--- src/shared/sync_ctl_defs.vh ---
// register offsets, field positions and reset values of the sync/clamp bank
`ifndef SYNC_CTL_DEFS_VH
`define SYNC_CTL_DEFS_VH

`define OFS_IF_CTL        8'h0F
`define OFS_SYNC_CTL      8'h10
`define OFS_CLAMP_CTL     8'h11
`define OFS_STATUS        8'h15

`define RST_IF_CTL        8'h78
`define RST_SYNC_CTL      8'h40
`define RST_CLAMP_CTL     8'h0A

`define BIT_IF_OVR        2
`define BIT_IF_SEL        1
`define BIT_HS_POL_OVR    7
`define BIT_HS_POL        6
`define BIT_HS_OUT_POL    5
`define BIT_HS_OVR        4
`define BIT_HS_SEL        3
`define BIT_VS_OUT_POL    2
`define BIT_VS_OVR        1
`define BIT_VS_SEL        0
`define BIT_CLAMP_OFF     7
`define BIT_RED_MID       6
`define BIT_GREEN_MID     5

`define ST_HS_DET         7
`define ST_SOG_DET        6
`define ST_VS_DET         5
`define ST_DIG_DET        4
`define ST_IF_DIG         3
`define ST_HS_SOG         2
`define ST_VS_SEP         1
`define ST_HS_POL         0

`define DEV_ADDR          7'h4C
`define PLACE_MIN         8'h01

`endif

--- src/design/serial_ctl_slave.v ---
// two-wire serial control port slave with sub-address auto-increment
`timescale 1ns/1ns
`default_nettype none
`include "sync_ctl_defs.vh"

module serial_ctl_slave #(
	parameter [6:0] DEV_ADDR = `DEV_ADDR
) (
	input  wire       core_clk,
	input  wire       rst,
	input  wire       scl_pin,
	input  wire       sda_pin_in,
	input  wire [7:0] rd_data,
	output reg  [7:0] ptr_q,
	output reg        wr_en_q,
	output reg  [7:0] wr_data_q,
	output reg        sda_out_q,
	output reg        sda_oe_n_q
);

	localparam [2:0] S_IDLE = 3'd0;
	localparam [2:0] S_DEV  = 3'd1;
	localparam [2:0] S_ACK  = 3'd2;
	localparam [2:0] S_SUB  = 3'd3;
	localparam [2:0] S_WR   = 3'd4;
	localparam [2:0] S_RD   = 3'd5;
	localparam [2:0] S_RACK = 3'd6;

	reg [2:0] scl_s;
	reg [2:0] sda_s;
	reg [2:0] st_q;
	reg [2:0] nxt_q;
	reg [3:0] cnt_q;
	reg [7:0] sh_q;
	reg       nack_q;

	// only stages 1 and 2 are looked at; stage 0 is the metastable one
	wire rise  = scl_s[1] & ~scl_s[2];
	wire fall  = ~scl_s[1] & scl_s[2];
	wire start = scl_s[1] & scl_s[2] & sda_s[2] & ~sda_s[1];
	wire stop  = scl_s[1] & scl_s[2] & ~sda_s[2] & sda_s[1];

	always @(posedge core_clk) begin
		scl_s <= {scl_s[1:0], scl_pin};
		sda_s <= {sda_s[1:0], sda_pin_in};
		wr_en_q <= 1'b0;
		sda_out_q <= 1'b0;
		if (rst) begin
			scl_s <= 3'h7;
			sda_s <= 3'h7;
			st_q <= S_IDLE;
			nxt_q <= S_IDLE;
			cnt_q <= 4'h0;
			sh_q <= 8'h00;
			nack_q <= 1'b0;
			ptr_q <= 8'h00;
			wr_data_q <= 8'h00;
			sda_oe_n_q <= 1'b1;
		end else if (start) begin
			st_q <= S_DEV;
			cnt_q <= 4'h0;
			sda_oe_n_q <= 1'b1;
		end else if (stop) begin
			st_q <= S_IDLE;
			sda_oe_n_q <= 1'b1;
		end else begin
			case (st_q)
			S_DEV, S_SUB, S_WR: begin
				if (rise && cnt_q != 4'h8) begin
					sh_q <= {sh_q[6:0], sda_s[1]};
					cnt_q <= cnt_q + 4'h1;
				end else if (fall && cnt_q == 4'h8) begin
					cnt_q <= 4'h0;
					sda_oe_n_q <= 1'b0;
					st_q <= S_ACK;
					if (st_q == S_DEV) begin
						nxt_q <= sh_q[0] ? S_RD : S_SUB;
						if (sh_q[7:1] != DEV_ADDR) begin
							sda_oe_n_q <= 1'b1;
							st_q <= S_IDLE;
						end
					end else if (st_q == S_SUB) begin
						ptr_q <= sh_q;
						nxt_q <= S_WR;
					end else begin
						wr_en_q <= 1'b1;
						wr_data_q <= sh_q;
						nxt_q <= S_WR;
					end
				end
			end
			S_ACK: begin
				if (fall) begin
					st_q <= nxt_q;
					sda_oe_n_q <= 1'b1;
					if (nxt_q == S_RD) begin
						sh_q <= {rd_data[6:0], 1'b0};
						sda_oe_n_q <= rd_data[7];
						cnt_q <= 4'h1;
					end
				end
			end
			S_RD: begin
				if (fall) begin
					if (cnt_q == 4'h8) begin
						sda_oe_n_q <= 1'b1;
						ptr_q <= ptr_q + 8'h01;
						st_q <= S_RACK;
					end else begin
						sda_oe_n_q <= sh_q[7];
						sh_q <= {sh_q[6:0], 1'b0};
						cnt_q <= cnt_q + 4'h1;
					end
				end
			end
			S_RACK: begin
				if (rise)
					nack_q <= sda_s[1];
				else if (fall) begin
					if (nack_q)
						st_q <= S_IDLE;
					else begin
						sh_q <= {rd_data[6:0], 1'b0};
						sda_oe_n_q <= rd_data[7];
						cnt_q <= 4'h1;
						st_q <= S_RD;
					end
				end
			end
			default: st_q <= S_IDLE;
			endcase
			// the write pulse leaves the state machine already in the ack phase
			if (st_q == S_ACK && wr_en_q)
				ptr_q <= ptr_q + 8'h01;
		end
	end

endmodule

`default_nettype wire

--- src/design/hsync_edge_unit.v ---
// hsync polarity detection, edge selection and internal clamp timing
`timescale 1ns/1ns
`default_nettype none
`include "sync_ctl_defs.vh"

module hsync_edge_unit #(
	parameter CW = 12
) (
	input  wire       core_clk,
	input  wire       rst,
	input  wire       hs_in,
	input  wire       pol_ovr,
	input  wire       pol_bit,
	input  wire       clamp_off,
	input  wire       pix_en,
	input  wire [7:0] placement,
	input  wire [7:0] duration,
	output reg        pol_eff_q,
	output reg        lead_q,
	output reg        clamp_q
);

	reg          hs_d;
	reg          det_pol_q;
	reg [CW-1:0] hi_q;
	reg [CW-1:0] lo_q;
	reg [1:0]    ph_q;
	reg [7:0]    cnt_q;

	wire rise  = hs_in & ~hs_d;
	wire fall  = ~hs_in & hs_d;
	wire trail = pol_eff_q ? fall : rise;
	wire [CW-1:0] top = {CW{1'b1}};

	always @(posedge core_clk) begin
		// tracks the pin through reset, so no false edge follows release
		hs_d <= hs_in;
		if (rst) begin
			det_pol_q <= 1'b1;
			hi_q <= {CW{1'b0}};
			lo_q <= {CW{1'b0}};
			pol_eff_q <= 1'b1;
			lead_q <= 1'b0;
		end else begin
			// the shorter of the two levels is the sync pulse
			if (rise) begin
				det_pol_q <= hi_q < lo_q;
				hi_q <= {{(CW-1){1'b0}}, 1'b1};
				lo_q <= {CW{1'b0}};
			end else if (hs_in) begin
				if (hi_q != top)
					hi_q <= hi_q + {{(CW-1){1'b0}}, 1'b1};
			end else if (lo_q != top)
				lo_q <= lo_q + {{(CW-1){1'b0}}, 1'b1};
			pol_eff_q <= pol_ovr ? pol_bit : det_pol_q;
			lead_q <= pol_eff_q ? rise : fall;
		end
	end

	always @(posedge core_clk) begin
		if (rst || clamp_off) begin
			ph_q <= 2'd0;
			cnt_q <= 8'h00;
			clamp_q <= 1'b0;
		end else begin
			clamp_q <= ph_q == 2'd2;
			if (trail) begin
				ph_q <= 2'd1;
				// placement 0 is outside the legal range, run it as 1
				cnt_q <= (placement < `PLACE_MIN) ? `PLACE_MIN : placement;
			end else if (pix_en) begin
				case (ph_q)
				2'd1: begin
					cnt_q <= cnt_q - 8'h01;
					if (cnt_q == 8'h01) begin
						ph_q <= (duration == 8'h00) ? 2'd0 : 2'd2;
						cnt_q <= duration;
					end
				end
				2'd2: begin
					cnt_q <= cnt_q - 8'h01;
					if (cnt_q == 8'h01)
						ph_q <= 2'd0;
				end
				default: ph_q <= 2'd0;
				endcase
			end
		end
	end

endmodule

`default_nettype wire

--- src/design/sync_source_and_clamp_control.v ---
// sync source, polarity and clamp control bank behind the serial port
//
// How it works
// - interface override clear: automatic interface choice; set: select bit decides.
// - interface select: 0 analog, 1 digital; breaks ties when both active.
// - hsync polarity override clear: detected polarity; set: polarity bit used.
// - polarity bit 0 active low, 1 active high; pll uses leading edge.
// - clamp timing starts from the trailing hsync edge.
// - after reset polarity bit reads 1, its override reads 0.
// - hsync output polarity: 0 drives pulse high, 1 drives pulse low.
// - hsync source override clear: automatic; set: hsync select bit decides.
// - hsync select: 0 hsync pin, 1 green sync; breaks ties when both active.
// - vsync output polarity: 1 passes vsync straight, 0 inverts it.
// - vsync source override clear: automatic; set: vsync select decides.
// - under vsync override: 0 vsync pin, 1 sync separator output.
// - clamp function 0 runs internal clamp timing, 1 disables it.
// - red clamp select: 0 ground, 1 midscale; default 0.
// - green clamp select: 0 ground, 1 midscale; default 0.
// - clamp starts placement pixel periods after trailing edge, 1 to 255.
`timescale 1ns/1ns
`default_nettype none
`include "sync_ctl_defs.vh"

module sync_source_and_clamp_control #(
	parameter [6:0] DEV_ADDR = `DEV_ADDR,
	parameter       POL_CW   = 12
) (
	input  wire       core_clk,
	input  wire       rst,
	input  wire       scl_pin,
	input  wire       sda_pin_in,
	output wire       sda_out,
	output wire       sda_oe_n,
	input  wire       hsync_pin,
	input  wire       green_embedded_sync,
	input  wire       vsync_pin,
	input  wire       sep_vsync,
	input  wire       hsync_activity,
	input  wire       sog_activity,
	input  wire       vsync_activity,
	input  wire       digital_clk_activity,
	input  wire       pixel_en,
	input  wire [7:0] clamp_placement,
	input  wire [7:0] clamp_duration,
	output reg        active_digital_q,
	output reg        hsync_from_sog_q,
	output reg        vsync_from_sep_q,
	output reg        hsync_out_q,
	output reg        sog_out_q,
	output reg        vsync_out_q,
	output wire       pll_lead_edge,
	output wire       clamp_active,
	output reg        red_clamp_mid_q,
	output reg        green_clamp_mid_q,
	output reg        blue_clamp_mid_q,
	output reg  [4:0] slicer_threshold_q
);

	reg  [7:0] if_ctl_q;
	reg  [7:0] sync_ctl_q;
	reg  [7:0] clamp_ctl_q;
	reg  [7:0] rd_data;
	reg  [1:0] hs_sync_q;
	reg  [1:0] sog_sync_q;
	reg  [1:0] vs_sync_q;
	reg        hs_sel_d;
	reg        vs_sel_d;
	reg        if_sel_d;

	wire [7:0] ptr;
	wire       wr_en;
	wire [7:0] wr_data;
	wire       pol_eff;
	wire       hs_raw;
	wire       hs_norm;
	wire       sog_norm;
	wire       vs_raw;
	wire       analog_act;

	// tie-break helper shared by the three automatic choices
	function pick;
		input ovr;
		input sel;
		input act0;
		input act1;
		begin
			if (ovr)
				pick = sel;
			else if (act0 && !act1)
				pick = 1'b0;
			else if (act1 && !act0)
				pick = 1'b1;
			else
				pick = sel;
		end
	endfunction

	serial_ctl_slave #(
		.DEV_ADDR (DEV_ADDR)
	) u_port (
		.core_clk   (core_clk),
		.rst        (rst),
		.scl_pin    (scl_pin),
		.sda_pin_in (sda_pin_in),
		.rd_data    (rd_data),
		.ptr_q      (ptr),
		.wr_en_q    (wr_en),
		.wr_data_q  (wr_data),
		.sda_out_q  (sda_out),
		.sda_oe_n_q (sda_oe_n)
	);

	// register writes; reserved addresses swallow the data
	always @(posedge core_clk) begin
		if (rst) begin
			if_ctl_q <= `RST_IF_CTL;
			sync_ctl_q <= `RST_SYNC_CTL;
			clamp_ctl_q <= `RST_CLAMP_CTL;
		end else if (wr_en) begin
			case (ptr)
			`OFS_IF_CTL:    if_ctl_q <= wr_data;
			`OFS_SYNC_CTL:  sync_ctl_q <= wr_data;
			`OFS_CLAMP_CTL: clamp_ctl_q <= wr_data;
			default:        if_ctl_q <= if_ctl_q;
			endcase
		end
	end

	always @* begin
		case (ptr)
		`OFS_IF_CTL:    rd_data = if_ctl_q;
		`OFS_SYNC_CTL:  rd_data = sync_ctl_q;
		`OFS_CLAMP_CTL: rd_data = clamp_ctl_q;
		`OFS_STATUS: begin
			rd_data = 8'h00;
			rd_data[`ST_HS_DET] = hsync_activity;
			rd_data[`ST_SOG_DET] = sog_activity;
			rd_data[`ST_VS_DET] = vsync_activity;
			rd_data[`ST_DIG_DET] = digital_clk_activity;
			rd_data[`ST_IF_DIG] = active_digital_q;
			rd_data[`ST_HS_SOG] = hsync_from_sog_q;
			rd_data[`ST_VS_SEP] = vsync_from_sep_q;
			rd_data[`ST_HS_POL] = pol_eff;
		end
		default:        rd_data = 8'h00;
		endcase
	end

	// pins come from outside the clock domain; not reset, so the
	// synchronisers already hold the idle level when reset ends
	always @(posedge core_clk) begin
		hs_sync_q <= {hs_sync_q[0], hsync_pin};
		sog_sync_q <= {sog_sync_q[0], green_embedded_sync};
		vs_sync_q <= {vs_sync_q[0], vsync_pin};
	end

	assign analog_act = hsync_activity | sog_activity;

	always @* begin
		if_sel_d = pick(if_ctl_q[`BIT_IF_OVR], if_ctl_q[`BIT_IF_SEL],
			analog_act, digital_clk_activity);
		hs_sel_d = pick(sync_ctl_q[`BIT_HS_OVR], sync_ctl_q[`BIT_HS_SEL],
			hsync_activity, sog_activity);
		// automatic vsync: the pin when it toggles, else the separator
		vs_sel_d = pick(sync_ctl_q[`BIT_VS_OVR], sync_ctl_q[`BIT_VS_SEL],
			vsync_activity, ~vsync_activity);
	end

	// the unit sees the chosen hsync; a wrong polarity moves the clamp and the pll edge and inverts the hsync outputs
	assign hs_raw = hsync_from_sog_q ? sog_sync_q[1] : hs_sync_q[1];
	assign vs_raw = vsync_from_sep_q ? sep_vsync : vs_sync_q[1];

	hsync_edge_unit #(
		.CW (POL_CW)
	) u_edge (
		.core_clk  (core_clk),
		.rst       (rst),
		.hs_in     (hs_raw),
		.pol_ovr   (sync_ctl_q[`BIT_HS_POL_OVR]),
		.pol_bit   (sync_ctl_q[`BIT_HS_POL]),
		.clamp_off (clamp_ctl_q[`BIT_CLAMP_OFF]),
		.pix_en    (pixel_en),
		.placement (clamp_placement),
		.duration  (clamp_duration),
		.pol_eff_q (pol_eff),
		.lead_q    (pll_lead_edge),
		.clamp_q   (clamp_active)
	);

	// active-high view of the sync pulses, whatever their input polarity
	assign hs_norm = pol_eff ? hs_raw : ~hs_raw;
	assign sog_norm = pol_eff ? sog_sync_q[1] : ~sog_sync_q[1];

	always @(posedge core_clk) begin
		if (rst) begin
			active_digital_q <= 1'b0;
			hsync_from_sog_q <= 1'b0;
			vsync_from_sep_q <= 1'b0;
			hsync_out_q <= 1'b0;
			sog_out_q <= 1'b0;
			vsync_out_q <= 1'b1;
			red_clamp_mid_q <= 1'b0;
			green_clamp_mid_q <= 1'b0;
			blue_clamp_mid_q <= 1'b0;
			slicer_threshold_q <= 5'h0F;
		end else begin
			active_digital_q <= if_sel_d;
			hsync_from_sog_q <= hs_sel_d;
			vsync_from_sep_q <= vs_sel_d;
			hsync_out_q <= hs_norm ^ sync_ctl_q[`BIT_HS_OUT_POL];
			sog_out_q <= sog_norm ^ sync_ctl_q[`BIT_HS_OUT_POL];
			vsync_out_q <= vs_raw ^ ~sync_ctl_q[`BIT_VS_OUT_POL];
			red_clamp_mid_q <= clamp_ctl_q[`BIT_RED_MID];
			green_clamp_mid_q <= clamp_ctl_q[`BIT_GREEN_MID];
			blue_clamp_mid_q <= clamp_ctl_q[4];
			slicer_threshold_q <= if_ctl_q[7:3];
		end
	end

endmodule

`default_nettype wire

--- config.mk ---
export PLATFORM = sky130hd
export DESIGN_NAME = sync_source_and_clamp_control
export DESIGN_NICKNAME = d
export VERILOG_FILES = /design/src/design/serial_ctl_slave.v /design/src/design/hsync_edge_unit.v /design/src/design/sync_source_and_clamp_control.v
export VERILOG_INCLUDE_DIRS = /design/src /design/src/shared
export SDC_FILE = /design/constraint.sdc
export NUM_CORES = 1
export LEC_CHECK = 0
export BUFFER_PORTS_ARGS = -buffer_cell sky130_fd_sc_hd__buf_4
export CELL_PAD_IN_SITES_DETAIL_PLACEMENT = 0
export CELL_PAD_IN_SITES_GLOBAL_PLACEMENT = 1
export CORE_ASPECT_RATIO = 1.2
export CORE_MARGIN = 1
export CORE_UTILIZATION = 40
export DETAILED_ROUTE_END_ITERATION = 8
export PLACE_DENSITY_LB_ADDON = 0.1
export SETUP_SLACK_MARGIN = 0.5
export SLEW_MARGIN = 25
export SYNTH_ARGS = -nofsm -noshare
export SYNTH_HDL_FRONTEND = slang
export SYNTH_SLANG_ARGS = --single-unit
export TNS_END_PERCENT = 20
--- constraint.sdc ---
create_clock -name core_clk -period 2.1 [get_ports core_clk]
set_input_delay 0.42 -clock core_clk [delete_from_list [all_inputs] [get_ports core_clk]]
set_output_delay 0.42 -clock core_clk [all_outputs]
set_load 0.005 [all_outputs]
==> results of run 1 <==
sequential cells by signal (all words and copies together), names as in the netlist, 2 cells and up:
register and count:
u_edge.hi_q 12, u_edge.lo_q 12, clamp_ctl_q 8, if_ctl_q 8
sync_ctl_q 8, u_edge.cnt_q 8, u_port.ptr_q 8, u_port.sh_q 8
u_port.wr_data_q 8, slicer_threshold_q 5, u_port.cnt_q 4, u_port.nxt_q 3
u_port.scl_s 3, u_port.sda_s 3, u_port.st_q 3, hs_sync_q 2
sog_sync_q 2, u_edge.ph_q 2, vs_sync_q 2
cell families (layout without fill, tap and decap cells):
family	Yosys count	after routing	synth area share, %
mux	46	46	7.49
compound gates	160	161	17.0
other cells	1	1	0.0602
simple gates	285	285	23.0
xor+xnor	22	22	3.09
fa+ha+maj	22	22	4.42
flops	126	126	40.5
buf+inv	68	188	4.44
cells in the mapped netlist, types with 6 or more instances:
master	count
nand2_1	50
or2_2	12
xnor2_1	13
nand3_1	24
a211oi_1	12
inv_1	35
a221oi_1	6
clkbuf_1	14
o21ai_0	32
a22oi_1	8
o22ai_1	7
nor3_1	20
nor2_1	93
ha_1	22
nor2b_1	14
buf_2	14
a21o_1	9
xor2_1	9
nand2b_1	13
a31oi_1	7
a21oi_1	40
nand4_1	11
and3_1	13
mux2i_1	43
dfxtp_1	126
critical path, delay by kind of cell, from the launching register on:
family / cells / cell delay [ns]
fa+ha+maj: 1 / 0.14
flops: 1 / 0.33
simple gates: 3 / 0.79
compound gates: 3 / 0.49
buf+inv: 1 / 0.07
power by group:
part / internal [mW] / leakage, nW / switching, mW
registers: 2.44 / 1.03 / 0.0594
logic: 0.238 / 2.14 / 0.279
clock network: 1.62 / 0.257 / 1.08
total: 4.30 / 3.43 / 1.41
worst max path at each step:
stage | slack [ns] | cells past startpoint | startpoint | endpoint
after floorplan | 0.31 | 9 | u_port.cnt_q[1] | u_port.ptr_q[0]
after global placement | 0.13 | 7 | u_port.ptr_q[0] | u_port.sda_oe_n_q
after detailed placement | 0.16 | 7 | u_port.ptr_q[0] | u_port.sda_oe_n_q
after CTS | 0.25 | 9 | u_port.ptr_q[1] | u_port.sda_oe_n_q
after global routing | 0.15 | 8 | u_port.cnt_q[0] | u_port.ptr_q[0]
final | 0.20 | 8 | u_port.cnt_q[0] | u_port.ptr_q[0]
timing repair:
item / 4_1_cts / 5_1_grt
cloned: 2 / 1
setup buffers: 26 / 12
gates resized for setup: 64 / 48
endpoints found under the setup margin: 77 / 87
pin swaps: 20 / 22
area by class of cell:
cell class	count	area (sq um)
well taps	204	255
repair buffers	120	1010
flip-flops and latches	126	2560
clock inverters	11	95.1
clock buffers	21	440
inverters	36	145
fillers	1427	6760
multi-input cells	537	3820
layer usage:
metal | GRT usage, % | vias to the layer above
met4 | 7.83 | 0
met2 | 36.2 | 123
li1 | - | 2827
met5 | 0 | -
met3 | 4.63 | 37
met1 | 29.0 | 2710
through the flow:
stage	power [mW]	cell area [sq um]	utilization, %
2_1_floorplan	2.83	6310	-
3_3_place_gp	3.01	7020	46.5
3_5_place_dp	3.02	7020	46.5
4_1_cts	5.75	8030	53.3
5_1_grt	5.93	8330	55.2
6_report	5.71	8330	55.2
==> metrics.txt, run 1 <==
Site Rows=a little under 50; power density over cell area=686 mW/mm^2; number of DRC markers in iteration 0=roughly 280; MaxCap Viol Count=0; first-pass GRT wire length=28.2 mm; deepest clock path buffer count=2; DIE WIDTH=116 microns; Cell variety after synth=73; met3 wire len=652 microns; grt ovf=0; Max IR drop VDD=533 uV; clk_skew=roughly 0.015 ns; Ys Warns=0; commonest non-fill, non-tap cell in the layout=dfxtp_1; initial antenna violation count=0; vias in the first global route=5,636; Nets=889; fin cells=around 1,100; I/O Buffers=45; crit share post-route=90.7%; # diodes=0; status=finished clean; Mapped Nets=781; Die ar.=0.0161 sq mm; CP Launch Type=register; Setup TNS Final=0 ns; die height=139 microns; Leakage=~3.4 nW; Peak Freq=525 MHz; DRT Pass-1 Iters=5; Syn Area/Cell=8.54 sq um; Final Hold Fails=0; final setup fails=0; Hold-fix buffers, CTS=0; H-tree lvl count=4; DP HPWL=~12 mm; CTS tree=done; Synth area leaders=dfxtp_1 (40%), mux2i_1 (6.9%), nor2_1 (5.6%), ha_1 (4.4%), a21oi_1 (3.2%); asr flop ratio synth=0%; largest net degree at the start of global routing=44; most frequent cells in the layout=dfxtp_1 (107), buf_4 (103), nor2_1 (93); Yosys reg bits=~130; overall routing resource usage=22.3%; WL/cell=16.7 microns; fin worst setup slack=0.195 ns; Highest Signal Layer=met4; CP cell instances=inv_2 -> ha_4 -> nand3b_4 -> o31ai_4 -> a32oi_1 -> or2_4 -> or3_1 -> a31oi_1; DR vias=5,697; RePlAce Congestion=0.906; initial core utilization=41.3%; CP max stage cell=or3_1; worst flop-to-flop path startpoint=u_port.cnt_q[0]; pre-CTS setup slack=0.161 ns; Synth Cell Area=0.00623 sq mm; Rel. slew slack=64.7%; routed wl met2=between 8 and 9 mm; Post-synth EDFFs=0; Clk Latency, worst-skew pair=~0.42 ns; TritonCTS buffer count=17; sequential fraction of the synthesis area=roughly two fifths; WHS Endpoint=sog_sync_q[0]; Worst Hold Class=primary input to register; Top FF cell, synth=dfxtp_1; WL final=17.6 mm; R2R cell count=8; post-DR vias/cell=5.40; R2R setup slack=0.20 ns; Crit. End Element=register; Slew Viols, Final=0; Crit Path Category=register to register; I/O pin count=47; critical path arrival=2.23 ns; ratio of cells with drive above 1 in the final layout=roughly 30%; Clock Pin Slew Worst Setup and Hold Paths=0.06 ns; Root Buffer=clkbuf_16; HP Start=green_embedded_sync; Final min period=about 1.9 ns; Worst-Margin Slew=0.524 ns; Placeable Area=0.0151 sq mm; post-route ant nets=0; RSZ-0062 raised after global routing=yes; Hold WS=roughly 0.11 ns; Yosys top cell area share=40.5%; Hold Crit Depth=1; RR Endpoint=u_port.ptr_q[0]; critical-path maximum fanout=7; # clock sinks=126; drt drc=0; Placed Cells incl. Taps=982; Max stage delay on crit path=0.35 ns; Req. time, crit path=2.43 ns; synthesis-to-layout area growth=33.6%; synthesized instance count=730; cell taking the most area after synthesis=dfxtp_1; met1 WL=7.91 mm
(Power assumes the default switching activity.)
==> run 2: changes to the inputs <==
==> constraint.sdc (replaced) <==
create_clock -name core_clk -period 2.1 [get_ports core_clk]
set_input_delay 0.63 -clock core_clk [delete_from_list [all_inputs] [get_ports core_clk]]
set_output_delay 0.63 -clock core_clk [all_outputs]
set_load 0.005 [all_outputs]
==> metrics.txt, run 2 (same netlist as run 1, synthesis figures left out) <==
DRT Pass-1 Iters=6 (+1); Peak Freq=531 MHz (+1.2%); grt ovf=0 (unchanged); Rel. slew slack=59.5% (-5.2 points); initial antenna violation count=0 (unchanged); CP cell instances=inv_2 -> ha_4 -> nand3b_4 -> o22ai_1 -> nor2_1 -> nand4_1 -> buf_6 -> buf_4 -> a211oi_1; drt drc=0 (unchanged); DP HPWL=11.6 mm (-0.19%); first-pass GRT wire length=27.3 mm (-2.9%); I/O Buffers=45 (unchanged); critical-path maximum fanout=7 (unchanged); ratio of cells with drive above 1 in the final layout=28.1% (-1.5 points); H-tree lvl count=4 (unchanged); Req. time, crit path=2.43 ns (about the same); WL/cell=16.5 microns (-1.4%); Worst Hold Class=primary input to register; Setup TNS Final=0 ns (unchanged); Largest regs=u_edge.hi_q x12, u_edge.lo_q x12; FF+latch area=0.00256 sq mm (about the same); Worst-Margin Slew=0.607 ns (+0.0828 ns); Final Hold Fails=0 (unchanged); power density over cell area=704 mW/mm^2 (+2.6%); critical path arrival=2.21 ns (-0.02 ns); overall routing resource usage=21.7% (-0.54 points); RePlAce Congestion=0.897 (-0.92%); DR vias=5,723 (+0.46%); Root Buffer=clkbuf_16; Max IR drop VDD=556 uV (+4.4%); DIE WIDTH=116 microns (unchanged); initial core utilization=41.3% (unchanged); post-DR vias/cell=5.47 (+1.3%); Crit Path Category=register to register; Clk Latency, worst-skew pair=0.42 ns (about the same); CP max stage cell=dfxtp_2; # clock sinks=126 (unchanged); MaxCap Viol Count=0 (unchanged); # diodes=0 (unchanged); WL final=17.2 mm (-2.2%); status=finished clean; Leakage=3.34 nW (-2.5%); Multi-input gate area=0.00379 sq mm (-0.75%); CTS tree=done; Crit. End Element=register; I/O pin count=47 (unchanged); Clock Pin Slew Worst Setup and Hold Paths=0.06 ns (about the same); Final min period=1.88 ns (-0.0234 ns); die height=139 microns (unchanged); TritonCTS buffer count=17 (unchanged); Die ar.=0.0161 sq mm (unchanged); vias in the first global route=5,498 (-2.4%); Util after Layout=54.0% (-1.2 points); most frequent cells in the layout=dfxtp_1 (109), buf_4 (99), nor2_1 (90); clk_skew=0.00855 ns (-0.00656 ns); commonest non-fill, non-tap cell in the layout=dfxtp_1; synthesis-to-layout area growth=30.6%; largest net degree at the start of global routing=57 (+30%); Hold-fix buffers, CTS=0 (unchanged); deepest clock path buffer count=2 (unchanged); number of DRC markers in iteration 0=336 (+20%); CP Launch Type=register; Nets=880 (-1.0%); fillcell total=1,431 (+0.28%); Site Rows=49 (unchanged); crit share post-route=89.6% (-1.1 points); Slew Viols, Final=0 (unchanged); Placeable Area=0.0151 sq mm (unchanged); Max stage delay on crit path=0.34 ns (about the same); post-route ant nets=0 (unchanged); RSZ-0062 raised after global routing=yes; final setup fails=0 (unchanged)
-- run 2: cell count changes in the layout (fill, tap and decap cells not counted), moves of 3 or more --
| cell | delta |
|---|---|
| buf_12 | -4 |
| buf_4 | -4 |
| buf_6 | -3 |
| clkbuf_1 | -3 |
| inv_6 | +3 |
| nor2_1 | -3 |
| nor3_1 | -3 |
| o21ai_0 | +3 |
| o21ai_2 | -3 |
-- run 2: worst paths after layout --
kind,from,end,slack [ns],cells after the start
worst max-delay path,u_port.cnt_q[1],u_port.sh_q[3],0.22,9
worst max register to register,u_port.cnt_q[1],u_port.sh_q[3],0.22,9
worst min-delay path,vsync_pin,vs_sync_q[0],0.31,1
worst min register to register,hs_sync_q[0],hs_sync_q[1],0.32,0
-- run 2: layout make-up --
cell class	count	share of cell area [%]
multi-input cells	538	46.5
flip-flops and latches	126	31.4
repair buffers	110	10.5
clock buffers	20	5.61
well taps	204	3.14
inverters	36	1.72
clock inverters	12	1.08
-- run 2: timing repair --
item / in CTS / in global routing
gates cloned: 3 / 2
setup buffers: 23 / 6
gates resized for setup: 55 / 35
endpoints found under the setup margin: 82 / 91
pin swaps: 13 / 11
-- run 2: layer usage --
layer	track usage (%)	part of all wire (%)
met5	0	0
met1	27.7	46
met2	34.9	48
met4	10.7	3.0
met3	4.15	3.2
-- run 2: report_power, final --
part	leakage, nW	internal (mW)	switching (mW)
Combinational	2.04	0.237	0.278
Sequential	1.03	2.44	0.0629
Clock	0.267	1.58	1.13
-- run 2: metrics by stage --
stage          worst slack (ns)  instances  power, mW  hold WS, ns  instance area (sq um)
2_1_floorplan             0.312        730       2.84        0.310                   6340
3_3_place_gp              0.190        980       3.01        0.313                   7020
3_5_place_dp              0.155        980       3.01        0.315                   7020
4_1_cts                   0.260       1038       5.77        0.295                   7930
5_1_grt                   0.139       1046       5.96        0.294                   8140
6_report                  0.218       1046       5.73        0.306                   8140
-- run 2: critical path: cells and delay by family (launching register included) --
kind / cells / cell delay (ns)
buffers and inverters: 3 / 0.39
AND/OR/NAND/NOR: 3 / 0.58
AO/OA/AOI/OAI: 2 / 0.31
adder cells (fa/ha/maj): 1 / 0.16
flip-flops: 1 / 0.34
